**src/hw/acps_params.svh**
```systemverilog
// Constants for the conversion and power sequencer.
// Assumes inclusion by the package and the top module only.
`ifndef ACPS_PARAMS_SVH
`define ACPS_PARAMS_SVH
`define ACPS_LEAD_ZEROS     4
`define ACPS_HOLD_EDGE      5'h03
`define ACPS_EDGES_12BIT    5'h10
`define ACPS_EDGES_10BIT    5'h0E
`define ACPS_EDGES_8BIT     5'h0C
`define ACPS_FIFO_WIDTH     12
`define ACPS_FIFO_DEPTH     32
`endif

```
**src/hw/acps_pkg.sv**
```systemverilog
// Types for the conversion and power sequencer.
// Assumes acps_params.svh sits on the include path.
`include "acps_params.svh"
package acps_pkg;
   typedef enum logic [1:0] {
      ACPS_RES_12 = 2'h0,
      ACPS_RES_10 = 2'h1,
      ACPS_RES_8  = 2'h2
   } acps_res_e;
   typedef enum logic [1:0] {
      ACPS_POWER_DOWN = 2'h0,
      ACPS_TRACK      = 2'h1,
      ACPS_CONVERT    = 2'h3
   } acps_state_e;
   typedef struct packed {
      logic [`ACPS_FIFO_WIDTH-1:0] code;
   } acps_sample_s;
   typedef struct packed {
      logic track;
      logic powered;
      logic busy;
   } acps_status_s;
endpackage

```
**src/hw/acps_fifo.sv**
```systemverilog
// Sample FIFO in front of the serial shifter.
// Assumes one clock domain; width and depth set by parameters.
module acps_fifo #(
   parameter int WIDTH = 12,
   parameter int DEPTH = 32,
   parameter int AW    = $clog2(DEPTH)
) (
   // Clock and reset
   input  wire logic             core_clk,
   input  wire logic             reset,
   input  wire logic             clk_en,
   // Fill side
   input  wire logic             in_valid,
   output logic                  in_ready,
   input  wire logic [WIDTH-1:0] in_data,
   // Drain side
   output logic                  out_valid,
   input  wire logic             out_ready,
   output logic      [WIDTH-1:0] out_data
);
   logic [WIDTH-1:0] mem [DEPTH];
   logic [AW:0]      wr_ff, rd_ff, nxt_wr, nxt_rd;
   logic             push, pop;

   always_comb begin
      in_ready  = (wr_ff - rd_ff) != (AW+1)'(DEPTH);
      out_valid = wr_ff != rd_ff;
      out_data  = mem[rd_ff[AW-1:0]];
      push      = clk_en && in_valid && in_ready;
      pop       = clk_en && out_valid && out_ready;
      nxt_wr    = push ? wr_ff + 1'b1 : wr_ff;
      nxt_rd    = pop ? rd_ff + 1'b1 : rd_ff;
   end

   always_ff @(posedge core_clk or posedge reset) begin
      if (reset) begin
         wr_ff <= '0;
         rd_ff <= '0;
      end else begin
         wr_ff <= nxt_wr;
         rd_ff <= nxt_rd;
      end
   end

   // Storage has no reset, so no async path touches data
   always_ff @(posedge core_clk) begin
      if (push) begin
         mem[wr_ff[AW-1:0]] <= in_data;
      end
   end
endmodule

```
**src/hw/acps_top.sv**
```systemverilog
// Conversion and power sequencer of a serial SAR converter.
// Assumes select and serial clock come from a host, off domain.
module acps_top
   import acps_pkg::*;
(
   // Clock, reset, enable
   input  wire logic                  core_clk,
   input  wire logic                  reset,
   input  wire logic                  clk_en,
   // Variant strap, static
   input  wire logic [1:0]            res_sel,
   // Converter results from the analog core
   input  wire logic                  sample_valid,
   output logic                       sample_ready,
   input  wire acps_sample_s          sample_in,
   // Host serial pins
   input  wire logic                  conv_sel_n,
   input  wire logic                  serial_clk,
   output logic                       serial_result_out,
   output logic                       serial_result_oe,
   // Analog control
   output acps_status_s               status
);
   // Two-flop pin synchronisers, then one history flop for edges
   logic [1:0] cs_sync_ff, ck_sync_ff;
   logic       cs_prev_ff, ck_prev_ff;
   logic       cs_fall, cs_rise, ck_fall;

   always_ff @(posedge core_clk or posedge reset) begin
      if (reset) begin
         cs_sync_ff <= 2'h3;
         ck_sync_ff <= 2'h3;
         cs_prev_ff <= 1'b1;
         ck_prev_ff <= 1'b1;
      end else if (clk_en) begin
         cs_sync_ff <= {cs_sync_ff[0], conv_sel_n};
         ck_sync_ff <= {ck_sync_ff[0], serial_clk};
         cs_prev_ff <= cs_sync_ff[1];
         ck_prev_ff <= ck_sync_ff[1];
      end
   end

   always_comb begin
      cs_fall = cs_prev_ff && !cs_sync_ff[1];
      cs_rise = !cs_prev_ff && cs_sync_ff[1];
      ck_fall = ck_prev_ff && !ck_sync_ff[1] && !cs_sync_ff[1];
   end

   function automatic logic [4:0] last_edge(input logic [1:0] r);
      case (r)
         ACPS_RES_10: last_edge = `ACPS_EDGES_10BIT;
         ACPS_RES_8:  last_edge = `ACPS_EDGES_8BIT;
         default:     last_edge = `ACPS_EDGES_12BIT;
      endcase
   endfunction

   function automatic logic [15:0] frame_word(input logic [1:0] r,
                                              input logic [11:0] c);
      case (r)
         ACPS_RES_10: frame_word = {4'h0, c[9:0], 2'h0};
         ACPS_RES_8:  frame_word = {4'h0, c[7:0], 4'h0};
         default:     frame_word = {4'h0, c};
      endcase
   endfunction

   // Strap caught once after reset release, never under async reset
   logic [1:0] res_ff, nxt_res;
   logic       strap_ok_ff;

   acps_sample_s    fifo_data;
   logic            fifo_valid;
   logic            fifo_pop;

   // Ready registered from the next fill level, so it never lags a pop
   logic [5:0] fill_ff, nxt_fill;
   logic       ready_ff, nxt_ready;
   logic       fifo_push;

   always_comb begin
      fifo_push = sample_valid && ready_ff;
      nxt_fill  = fill_ff;
      if (fifo_push && !fifo_pop) begin
         nxt_fill = fill_ff + 6'h01;
      end else if (!fifo_push && fifo_pop) begin
         nxt_fill = fill_ff - 6'h01;
      end
      nxt_ready = nxt_fill != 6'(`ACPS_FIFO_DEPTH);
   end

   always_ff @(posedge core_clk or posedge reset) begin
      if (reset) begin
         fill_ff  <= '0;
         ready_ff <= 1'b1;
      end else if (clk_en) begin
         fill_ff  <= nxt_fill;
         ready_ff <= nxt_ready;
      end
   end

   acps_fifo #(
      .WIDTH (`ACPS_FIFO_WIDTH),
      .DEPTH (`ACPS_FIFO_DEPTH)
   ) u_fifo (
      .core_clk  (core_clk),
      .reset     (reset),
      .clk_en    (clk_en),
      .in_valid  (fifo_push),
      .in_ready  (),
      .in_data   (sample_in),
      .out_valid (fifo_valid),
      .out_ready (fifo_pop),
      .out_data  (fifo_data)
   );

   acps_state_e state_ff, nxt_state;
   logic [4:0]  edges_ff, nxt_edges;
   logic [15:0] shift_ff, nxt_shift;
   logic        sdo_ff, nxt_sdo;
   logic        oe_ff, nxt_oe;

   always_comb begin
      nxt_state = state_ff;
      nxt_edges = edges_ff;
      nxt_shift = shift_ff;
      nxt_sdo   = sdo_ff;
      nxt_oe    = oe_ff;
      nxt_res   = strap_ok_ff ? res_ff : res_sel;
      fifo_pop  = 1'b0;
      case (state_ff)
         ACPS_POWER_DOWN: begin
            if (cs_fall) begin
               // Empty FIFO gives zero code rather than stall the host
               nxt_state = ACPS_TRACK;
               nxt_edges = '0;
               nxt_shift = frame_word(res_ff,
                  fifo_valid ? fifo_data.code : '0);
               fifo_pop  = fifo_valid;
               nxt_sdo   = 1'b0;
               nxt_oe    = 1'b1;
            end
         end
         ACPS_TRACK, ACPS_CONVERT: begin
            if (cs_rise) begin
               nxt_state = ACPS_POWER_DOWN;
               nxt_oe    = 1'b0;
               nxt_sdo   = 1'b0;
            end else if (ck_fall) begin
               nxt_edges = edges_ff + 5'h01;
               nxt_shift = {shift_ff[14:0], 1'b0};
               nxt_sdo   = shift_ff[14];
               if (nxt_edges == `ACPS_HOLD_EDGE) begin
                  nxt_state = ACPS_CONVERT;
               end
               if (nxt_edges == last_edge(res_ff)) begin
                  nxt_state = ACPS_POWER_DOWN;
                  nxt_oe    = 1'b0;
                  nxt_sdo   = 1'b0;
               end
            end
         end
         default: begin
            nxt_state = ACPS_POWER_DOWN;
            nxt_oe    = 1'b0;
         end
      endcase
   end

   always_ff @(posedge core_clk or posedge reset) begin
      if (reset) begin
         state_ff    <= ACPS_POWER_DOWN;
         edges_ff    <= '0;
         shift_ff    <= '0;
         sdo_ff      <= 1'b0;
         oe_ff       <= 1'b0;
         res_ff      <= ACPS_RES_12;
         strap_ok_ff <= 1'b0;
      end else if (clk_en) begin
         state_ff    <= nxt_state;
         edges_ff    <= nxt_edges;
         shift_ff    <= nxt_shift;
         sdo_ff      <= nxt_sdo;
         oe_ff       <= nxt_oe;
         res_ff      <= nxt_res;
         strap_ok_ff <= 1'b1;
      end
   end

   // Status flops mirror the next state so they align with pins
   acps_status_s status_ff, nxt_status;
   always_comb begin
      nxt_status.track   = nxt_state == ACPS_TRACK;
      nxt_status.powered = nxt_state != ACPS_POWER_DOWN;
      nxt_status.busy    = nxt_state == ACPS_CONVERT;
   end

   always_ff @(posedge core_clk or posedge reset) begin
      if (reset) begin
         status_ff <= '0;
      end else if (clk_en) begin
         status_ff <= nxt_status;
      end
   end

   always_comb begin
      serial_result_out = sdo_ff;
      sample_ready      = ready_ff;
      serial_result_oe  = oe_ff;
      status            = status_ff;
   end
endmodule

```
**config.mk**
```make
export PLATFORM = sky130hd
export DESIGN_NAME = acps_top
export DESIGN_NICKNAME = d
export VERILOG_FILES = /design/src/hw/acps_pkg.sv /design/src/hw/acps_fifo.sv /design/src/hw/acps_top.sv
export VERILOG_INCLUDE_DIRS = /design/src /design/src/hw
export SDC_FILE = /design/constraint.sdc
export NUM_CORES = 1
export LEC_CHECK = 0
export ABC_AREA = 1
export BUFFER_PORTS_ARGS = -buffer_cell sky130_fd_sc_hd__buf_2
export CAP_MARGIN = 10
export CORE_ASPECT_RATIO = 0.5
export CORE_MARGIN = 3
export CORE_UTILIZATION = 30
export DETAILED_ROUTE_END_ITERATION = 16
export PLACE_DENSITY = 0.52
export SLEW_MARGIN = 20
export SYNTH_ARGS = -nofsm -noshare
export SYNTH_HDL_FRONTEND = slang
export SYNTH_SLANG_ARGS = --single-unit
```
**constraint.sdc**
```tcl
create_clock -name core_clk -period 3.8 [get_ports core_clk]
set_clock_uncertainty 0.05 [all_clocks]
set_input_delay 0.76 -clock core_clk [delete_from_list [all_inputs] [get_ports core_clk]]
set_output_delay 0.76 -clock core_clk [all_outputs]
set_load 0.01 [all_outputs]
```
==> Yosys cells after proc, flatten, opt, wreduce, memory -nomap -nowiden <==
Memories as Yosys holds them, arrays and structs flattened.
Index checks and enable logic that the tools add are counted.
{ "word_totals": {"elab_cells": 102, "inputBits": 20, "register_bits": 55, "ram_bits": 384, "output_inout_bits": 6, "memories": 1} }
{ "memory_table": {"columns": ["name", "depth", "width", "read_ports", "rd_clocked_by_memory_dff", "wr", "line", "rtl"], "rows": [
  ["u_fifo.mem", 32, 12, 1, 0, 1, "acps_fifo.sv:21", "logic [WIDTH-1:0] mem [DEPTH];"]
]} }
{ "classes": {"eq_ne": 16, "n_reduce_logical": 24, "bitwise": 1, "n_addsub": 6, "n_mux": 36} }
{ "ops": {"columns": ["operator", "count"], "rows": [
  ["$mux 15", 3],
  ["$mux 5", 6],
  ["$pmux 15 s2", 1],
  ["$pmux 12 s2", 1],
  ["$pmux 5 s2", 2],
  ["$add 6x1->6 const B", 3],
  ["$mux 1", 12],
  ["$mux 12", 1],
  ["$mux 6", 2],
  ["$ne 6x6->1 const B", 2],
  ["$logic_and 1x1->1", 11],
  ["$mux 2", 5],
  ["$reduce_and 4->1", 2],
  ["$eq 2x1->1 const B", 3],
  ["$eq 2x2->1 const B", 3],
  ["$ne 2x2->1 const B", 3],
  ["$ne 3x3->1 const B", 2],
  ["$ne 6x6->1", 1],
  ["$sub 6x1->6 const B", 1],
  ["$sub 6x6->6", 1],
  ["$add 5x1->5 const B", 1],
  ["$eq 5x2->1 const B", 1],
  ["$eq 5x5->1", 1],
  ["$logic_not 1->1", 5],
  ["other kinds (8)", 10]
]} }

==> Depth between registers and ports, before layout <==
Gate-level depths: netlist (run 1).
{ "depth": {"word_depth": 12, "ltp_mapped": 18, "depth_no_buf": 15} }

==> Hierarchy <==
A second synthesis (run 1) with hierarchy kept.
{ "unflattened": {"cells_unflattened": 1711, "area_unflattened_um2": 19020.7} }
{ "modules_own_cells": {"columns": ["mod", "cells_each", "n_inst", "seq_area_each_um2", "area_each_um2"], "rows": [
  ["acps_fifo", 1376, 1, 11831.3, 16492.1],
  ["acps_top", 335, 1, 1084.8, 2528.7]
]} }

==> Least setup slack after synthesis (run 1) <==
Ideal clock, no wire load.
{ "synth_timing": {"path_kind": "reg2reg", "startpoint": "reg u_fifo.rd_ff[1]", "endpoint": "mem u_fifo.mem[16][0], enable pin", "setup_time_ns": 0.380, "stages_incl_launch_ff": 15, "t_arrival_ns": 2.707, "period_less_slack_ns": 3.137, "required_ns": 3.370, "path_buffers": 4, "setup_slack_ns": 0.663, "path_cell_list": "dfrtp_1 buf_2 inv_2 buf_6 buf_2 ha_1 a21oi_1 o21ai_1 a21oi_1 xor2_1 nor2_1 nand2_1 buf_6 nand3_4 nor2_1"} }
{ "synth_between": {"elab_chain_cells": 5} }
{ "synth_rtl": {"columns": ["element", "line", "rtl"], "rows": [
  ["start: declaration", "acps_fifo.sv:22", "logic [AW:0] wr_ff, rd_ff, nxt_wr, nxt_rd;"],
  ["start signal: assignment", "acps_fifo.sv:41", "rd_ff <= nxt_rd;"],
  ["$sub 6x6->6", "acps_fifo.sv:26", "in_ready = (wr_ff - rd_ff) != (AW+1)'(DEPTH);"],
  ["$ne 6x6->1", "acps_fifo.sv:26", null],
  ["$logic_and 1x1->1", "acps_fifo.sv:29", "push = clk_en && in_valid && in_ready;"],
  ["$mux 1", "acps_fifo.sv:47", "if (push) begin"],
  ["$mux 1 (implied by the code)", "acps_fifo.sv:48", "mem[wr_ff[AW-1:0]] <= in_data;"],
  ["end: declaration", "acps_fifo.sv:21", null]
]} }
No other way between the ends.

==> Worst setup path after layout (run 1) <==
{ "layout_timing": {"startpoint": "reg u_fifo.rd_ff[1]", "endpoint": "mem u_fifo.mem[1][8], enable pin"} }
The elaborated chain is that of the path after synthesis.

==> flow_summary.json, run 1 <==
{
  "insertedDiodeCount": 0,
  "synthXorXnorAreaFrac_pct": 0.954,
  "crit_chain": "clkinv_2 > ha_1 > a21oi_1 > o21ai_1 > a21oi_1 > xor2_1 > nor2_1 > nand2_1 > nand3_1 > nor2_1 > buf_4",
  "min_period_over_period_pct": 82.0,
  "first_global_vias": 12465,
  "cp_num_buf_inv": 2,
  "num_vias": 13082,
  "io_pins": 26,
  "min_path_type": "input port to asynchronous set/reset pin",
  "required_ps": 4010,
  "fin_hold_ws_ps": 246,
  "dieArea_mm2": 0.0671,
  "drive_gt1_share_pct": 9.14,
  "power.density_mw_per_mm2": 708,
  "htree_levels": 2,
  "ys_seq_area_share_pct": 67.4,
  "cts_tree": "yes",
  "drt-initial-drc-count": 1567,
  "cts_setup_buffers": 0,
  "final.min_clock_period_ps": 3110,
  "post-synth-top-count-cell": "nand2_1",
  "drc": 0,
  "path_class": "flip-flop to flip-flop",
  "vdd_drop_max_mv": 0.655,
  "synth_top_family_by_area": "simple AND/OR/NAND/NOR gates",
  "syn-cell-area_mm2": 0.0192,
  "slowest_delay_ps": 480,
  "critPathCaptureType": "flip-flop",
  "via_per_inst": 4.83,
  "synth_flop_cell": "edfxtp_1",
  "cp-startpoint": "u_fifo.rd_ff[1]$_DFFE_PP0P_",
  "synth.area.mux_share_pct": 0,
  "path_clk_slew_ps": 60,
  "drv_cap": 0,
  "start_util_pct": 30.8,
  "avgRoutedWirePerCell_um": 19.5,
  "clock-sinks": 439,
  "grt_pass1_wl_mm": 79.9,
  "synth_fp_nets": 1851,
  "clockRootBuffer": "clkbuf_16",
  "status": "completed",
  "max_slew_margin_pct": 26.0,
  "cp_max_fo": 9,
  "port_buffers": 25,
  "syn_to_final_growth_pct": 13.0,
  "rsz0062_at_grt": "no",
  "synth_area_leaders": "edfxtp_1, nand2_1, dfrtp_1",
  "ant_nets": 0,
  "core_area_mm2": 0.0621,
  "synth_edf_count": 384,
  "netlist_instances": 1815,
  "tns_ps": 0,
  "die_h_um": 185,
  "grt-ovfl-total": 0,
  "yosys_register_bits": 439,
  "final-setup-viol-count": 0,
  "track_usage_pct": 15.7,
  "tightest_slew_ps": 1110,
  "synth_warnings": 0,
  "critPathSlowestCell": "dfrtp_4",
  "cts_max_path_buffers": 3,
  "fp.dieW_um": 363,
  "p_leak_nw": 8.26,
  "synth_compound_area_share_pct": 4.44,
  "dp_hpwl_mm": 31.5,
  "hold_viol": 0,
  "placementRows": 64,
  "synthAdderAreaFrac_pct": 1.05,
  "hold_buffers": 0,
  "fin_nets": 1887,
  "ctsResizeCount": 0,
  "wirelength_mm": 52.8,
  "crit_family": "simple AND/OR/NAND/NOR gates",
  "avgSynthCellArea_um2": 10.6,
  "synthTopCellsByCount": "nand2_1, edfxtp_1, nor2_1",
  "finalMaxSlewViolations": 0,
  "drt_first_pass_iters": 5,
  "ys_async_sr_fraction_pct": 12.5,
  "cts_buffers": 44,
  "reg2reg_from": "u_fifo.rd_ff[1]$_DFFE_PP0P_",
  "fmax_mhz": 321,
  "grt_start_max_net_pins": 198,
  "crit_path_start_kind": "flip-flop",
  "synth-simple-area-share_pct": 21.1,
  "ys_types": 34,
  "place_congestion": 0.871,
  "clk_latency_ps": 570,
  "synth_top_area_share_pct": 60.2,
  "antenna_found_initial": 0,
  "yosysTopAreaCell": "edfxtp_1",
  "arrival_ps": 3320
}
-- worst register-to-register path, stage by stage, from the launching register on --
cell,delay (ps)
dfrtp_4,480
clkinv_2,80
ha_1,310
a21oi_1,250
o21ai_1,130
a21oi_1,170
xor2_1,170
nor2_1,60
nand2_1,80
nand3_1,340
nor2_1,450
buf_4,260
-- registers in the layout, indices dropped and copies added (netlist names) --
register / cells
strap_ok_ff: 1
cs_prev_ff: 1
sample_ready: 1
res_ff: 2
ck_sync_ff: 2
u_fifo.mem: 384
cs_sync_ff: 2
ck_prev_ff: 1
state_ff: 2
u_fifo.rd_ff: 6
edges_ff: 5
status: 3
shift_ff: 15
serial_result_oe: 1
fill_ff: 6
serial_result_out: 1
u_fifo.wr_ff: 6
-- path summary, 6_finish.rpt --
check,slack (ps),to,cells past startpoint
setup / recovery,690,u_fifo.mem[1][8]$_DFFE_PP_,11
hold / removal,250,u_fifo.wr_ff[3]$_DFFE_PP0P_,2
setup reg to reg,690,u_fifo.mem[1][8]$_DFFE_PP_,11
hold reg to reg,410,strap_ok_ff$_DFFE_PP0P_,2
max in group asynchronous,2870,shift_ff[1]$_DFFE_PP0P_,3
min in group core_clk,360,ck_sync_ff[0]$_DFFE_PP1P_,3
-- through the flow --
| step | std cells | util, % | total power, W | setup WS [ps] | cell area, µm² |
|---|---|---|---|---|---|
| 2_1_floorplan | 1815 | - | 0.00941 | 663 | 19200 |
| 3_3_place_gp | 2630 | 32.6 | 0.0111 | 722 | 20300 |
| 3_5_place_dp | 2630 | 32.6 | 0.0111 | 720 | 20300 |
| 4_1_cts | 2707 | 34.8 | 0.0154 | 685 | 21600 |
| 5_1_grt | 2707 | 34.8 | 0.0162 | 483 | 21600 |
| 6_report | 2707 | 34.8 | 0.0153 | 685 | 21600 |
-- kinds of logic (layout without fill, tap and decap cells) --
logic type                 after synthesis  in the layout
buffers and inverters                  207            274
and+or+nand+nor                        967            967
AOI/OAI and AO/OA                      166            166
adders and majority gates               16             16
DFF                                    439            439
xor gates and xnor gates                20             20
-- report_power, final --
group	total, W	leakage (nW)	internal [W]	switching (W)
combinational	0.00532	3.46	0.00147	0.00385
sequential	0.00573	4.12	0.00552	0.000214
clock	0.00426	0.677	0.00241	0.00185
total	0.0153	8.26	0.00939	0.00592
-- placed cells by master, fill, tap and decap left out, types with 35 or more instances in the layout --
cell type  count
edfxtp_1     384
o21ai_0      108
a21oi_1       35
inv_1        105
nand2_1      476
clkbuf_16     46
buf_4         54
dfrtp_1       46
nor2_1       240
nand3_1      208
-- layer usage --
| layer | GRT usage [%] | up-vias | part of all wire [%] |
|---|---|---|---|
| met2 | 24.2 | 347 | 45 |
| met3 | 2.18 | 85 | 5.0 |
| met4 | 4.39 | 0 | 2.6 |
| met1 | 23.1 | 6436 | 48 |
| li1 | - | 6214 | - |
| met5 | 0 | - | 0 |
-- layout make-up --
| cell class | instances | area, µm² |
|---|---|---|
| fill | 6194 | 40500 |
| tap | 825 | 1030 |
| sequential | 439 | 12900 |
| inverter | 115 | 440 |
| clock inverter | 25 | 209 |
| multi-input combinational | 1169 | 5270 |
| timing repair buffer | 82 | 591 |
| clock buffer | 52 | 1170 |
(Power assumes the default switching activity.)
==> inputs of run 2 (changes only) <==
--- a/config.mk
+++ b/config.mk
@@ -6,7 +6,7 @@
 export SDC_FILE = /design/constraint.sdc
 export NUM_CORES = 1
 export LEC_CHECK = 0
-export ABC_AREA = 1
+export ABC_AREA = 0
 export BUFFER_PORTS_ARGS = -buffer_cell sky130_fd_sc_hd__buf_2
 export CAP_MARGIN = 10
 export CORE_ASPECT_RATIO = 0.5
==> constraint.sdc (replaced) <==
create_clock -name core_clk -period 3.2 [get_ports core_clk]
set_clock_uncertainty 0.05 [all_clocks]
set_input_delay 0.64 -clock core_clk [delete_from_list [all_inputs] [get_ports core_clk]]
set_output_delay 0.64 -clock core_clk [all_outputs]
set_load 0.01 [all_outputs]
==> run 2 against run 1 <==
Critical endpoint is now shift_ff[8]$_DFFE_PP0P_; die area fell by 5.6%; sequential share of layout area grew 2.4 points; via count shrank 25%; largest power group unchanged.
==> flow_summary.json, run 2 <==
{
  "track_usage_pct": 14.0,
  "finalMaxSlewViolations": 0,
  "syn_to_final_growth_pct": 15.2,
  "ys_async_sr_fraction_pct": 12.5,
  "dp.cells": 1841,
  "critPathSlowestCell": "mux4_1",
  "htree_levels": 2,
  "num_vias": 9782,
  "yosysTopAreaCell": "edfxtp_1",
  "ctsResizeCount": 0,
  "dp_hpwl_mm": 28.5,
  "p_leak_nw": 6.93,
  "yosys_register_bits": 439,
  "clkPwrFrac_pct": 28.8,
  "ant_nets": 0,
  "grt-ovfl-total": 0,
  "layout.cells.non_filler": 1919,
  "power.density_mw_per_mm2": 808,
  "final-setup-viol-count": 0,
  "cts_tree": "yes",
  "synth_fp_nets": 1065,
  "status": "completed",
  "drive_gt1_share_pct": 21.8,
  "final_cell_mix": "edfxtp_1, mux4_2, nand2_1",
  "synth_top_family_by_area": "multiplexers",
  "seqCellArea_mm2": 0.0129,
  "insertedDiodeCount": 0,
  "synthXorXnorAreaFrac_pct": 1.12,
  "placementRows": 62,
  "placed_cell_area_mm2": 0.0194,
  "core_area_mm2": 0.0584,
  "die_h_um": 179,
  "wirelength_mm": 45.1,
  "avgSynthCellArea_um2": 17.5,
  "path_clk_slew_ps": 60,
  "io_pins": 26,
  "vdd_drop_max_mv": 0.428,
  "crit_chain": "buf_4 > mux4_1 > a22o_1 > a2111oi_0 > buf_4 > a21oi_1 > a221oi_1 > a21oi_1",
  "synth_top_area_share_pct": 63.9,
  "nFillCells": 5415,
  "cts_setup_buffers": 0,
  "synth_warnings": 0,
  "synth_edf_count": 384,
  "grt_start_max_net_pins": 57,
  "required_ps": 3570,
  "min_path_type": "input port to asynchronous set/reset pin",
  "netlist_instances": 1029,
  "p_total_w": 0.0168,
  "clock-sinks": 439,
  "syn-cell-area_mm2": 0.0180,
  "ys_types": 61,
  "multi_input_area_mm2": 0.00490,
  "rsz0062_at_grt": "no",
  "mostFrequentLayoutCell": "edfxtp_1",
  "p_sw_w": 0.00538,
  "drc": 0,
  "antenna_found_initial": 0,
  "clk_latency_ps": 560,
  "place_congestion": 0.816,
  "hold_buffers": 0,
  "synth_flop_cell": "edfxtp_1",
  "crit_family": "compound AO/OA/AOI/OAI gates",
  "drt-initial-drc-count": 989,
  "path_class": "flip-flop to flip-flop",
  "clockRootBuffer": "clkbuf_16",
  "pwr-share-comb_pct": 30.3,
  "via_per_inst": 5.10,
  "synth_compound_area_share_pct": 6.57,
  "cp_num_buf_inv": 2,
  "port_buffers": 25,
  "final.min_clock_period_ps": 3070,
  "synthTopCellsByCount": "edfxtp_1, mux4_2, nand2_1",
  "start_util_pct": 30.9,
  "cts_max_path_buffers": 3,
  "max_slew_margin_pct": 37.7,
  "hold_viol": 0,
  "tightest_slew_ps": 935,
  "final_area_mm2": 0.0208,
  "dieArea_mm2": 0.0633,
  "arrival_ps": 3440,
  "seqPwrFrac_pct": 40.9,
  "largest_reg_flops": 384,
  "synthAdderAreaFrac_pct": 1.11,
  "cts_buffers": 43,
  "avgRoutedWirePerCell_um": 23.5,
  "switching_share_pct": 32.0,
  "grt_pass1_wl_mm": 66.5,
  "min_period_over_period_pct": 96.0,
  "critPathCaptureType": "flip-flop",
  "drt_first_pass_iters": 7,
  "first_global_vias": 9785,
  "post-synth-top-count-cell": "edfxtp_1",
  "synth-simple-area-share_pct": 4.76,
  "fin_nets": 1126,
  "fmax_mhz": 326,
  "slowest_delay_ps": 580,
  "synth.area.mux_share_pct": 12.5,
  "crit_path_start_kind": "flip-flop",
  "drv_cap": 0,
  "p_int_w": 0.0114,
  "cp_max_fo": 12,
  "synth_area_leaders": "edfxtp_1, mux4_2, dfrtp_1",
  "tns_ps": 0,
  "fp.dieW_um": 353,
  "ys_seq_area_share_pct": 71.6
}
run 2: cell types whose count changed in the layout (fill, tap and decap cells not counted), moves of 15 or more:
cell	change
nor2_1	-223
o21ai_1	-15
xnor2_1	+16
nand3_1	-196
and3_4	+27
mux4_2	+59
inv_1	-83
mux2i_1	+51
nand2_1	-419
nand4_1	-23
a21oi_1	+18
o21ai_0	-81
run 2: final timing paths:
path / startpoint / end / slack, ps / depth (start not counted)
min in group core_clk: res_sel[1] / res_ff[1]$_DFFE_PP0P_ / 280 / 3
worst max register to register: u_fifo.rd_ff[0]$_DFFE_PP0P_ / shift_ff[8]$_DFFE_PP0P_ / 130 / 8
worst max-delay path: u_fifo.rd_ff[0]$_DFFE_PP0P_ / shift_ff[8]$_DFFE_PP0P_ / 130 / 8
worst min-delay path: reset / fill_ff[4]$_DFFE_PP0P_ / 140 / 2
max in group asynchronous: reset / ck_prev_ff$_DFFE_PP1P_ / 2190 / 3
worst min register to register: strap_ok_ff$_DFFE_PP0P_ / strap_ok_ff$_DFFE_PP0P_ / 420 / 1
run 2: cells by family after synthesis:
kind of cell / Yosys count
AO/OA/AOI/OAI: 174
XOR/XNOR: 23
adder cells (fa/ha/maj): 16
buffers and inverters: 80
flip-flops: 439
multiplexers: 129
AND/OR/NAND/NOR: 168
run 2: area by class of cell:
type	instances	area share, %
multi-input cells	510	23.6
repair buffers	71	2.65
inverters	25	0.463
well taps	800	4.82
flip-flops and latches	439	62.2
clock buffers	54	5.53
clock inverters	20	0.813
run 2: per-stage QoR:
stage                     worst slack (ps)  hold WS, ps  util (%)
final                                  128          140      35.6
after global routing                  3.19          167      35.6
after CTS                             65.8          135      35.5
after detailed placement               104          405      33.2
after global placement                 120          406      33.2
after floorplan                       11.3          388         -
run 2: layer usage:
metal,vias to the layer above,global-route usage (%),share of wire [%]
met5,-,0,0
li1,4271,-,-
met2,287,20.3,43
met4,0,3.55,2.0
met3,63,3.48,6.7
met1,5161,20.8,48
run 2: power by group through the flow:
stage | clock network, W | registers, W | logic [W]
2_1_floorplan | 0 | 0.00691 | 0.00346
3_3_place_gp | 0 | 0.00698 | 0.00500
3_5_place_dp | 0 | 0.00699 | 0.00506
4_1_cts | 0.00493 | 0.00688 | 0.00508
5_1_grt | 0.00517 | 0.00691 | 0.00545
6_report | 0.00483 | 0.00688 | 0.00509
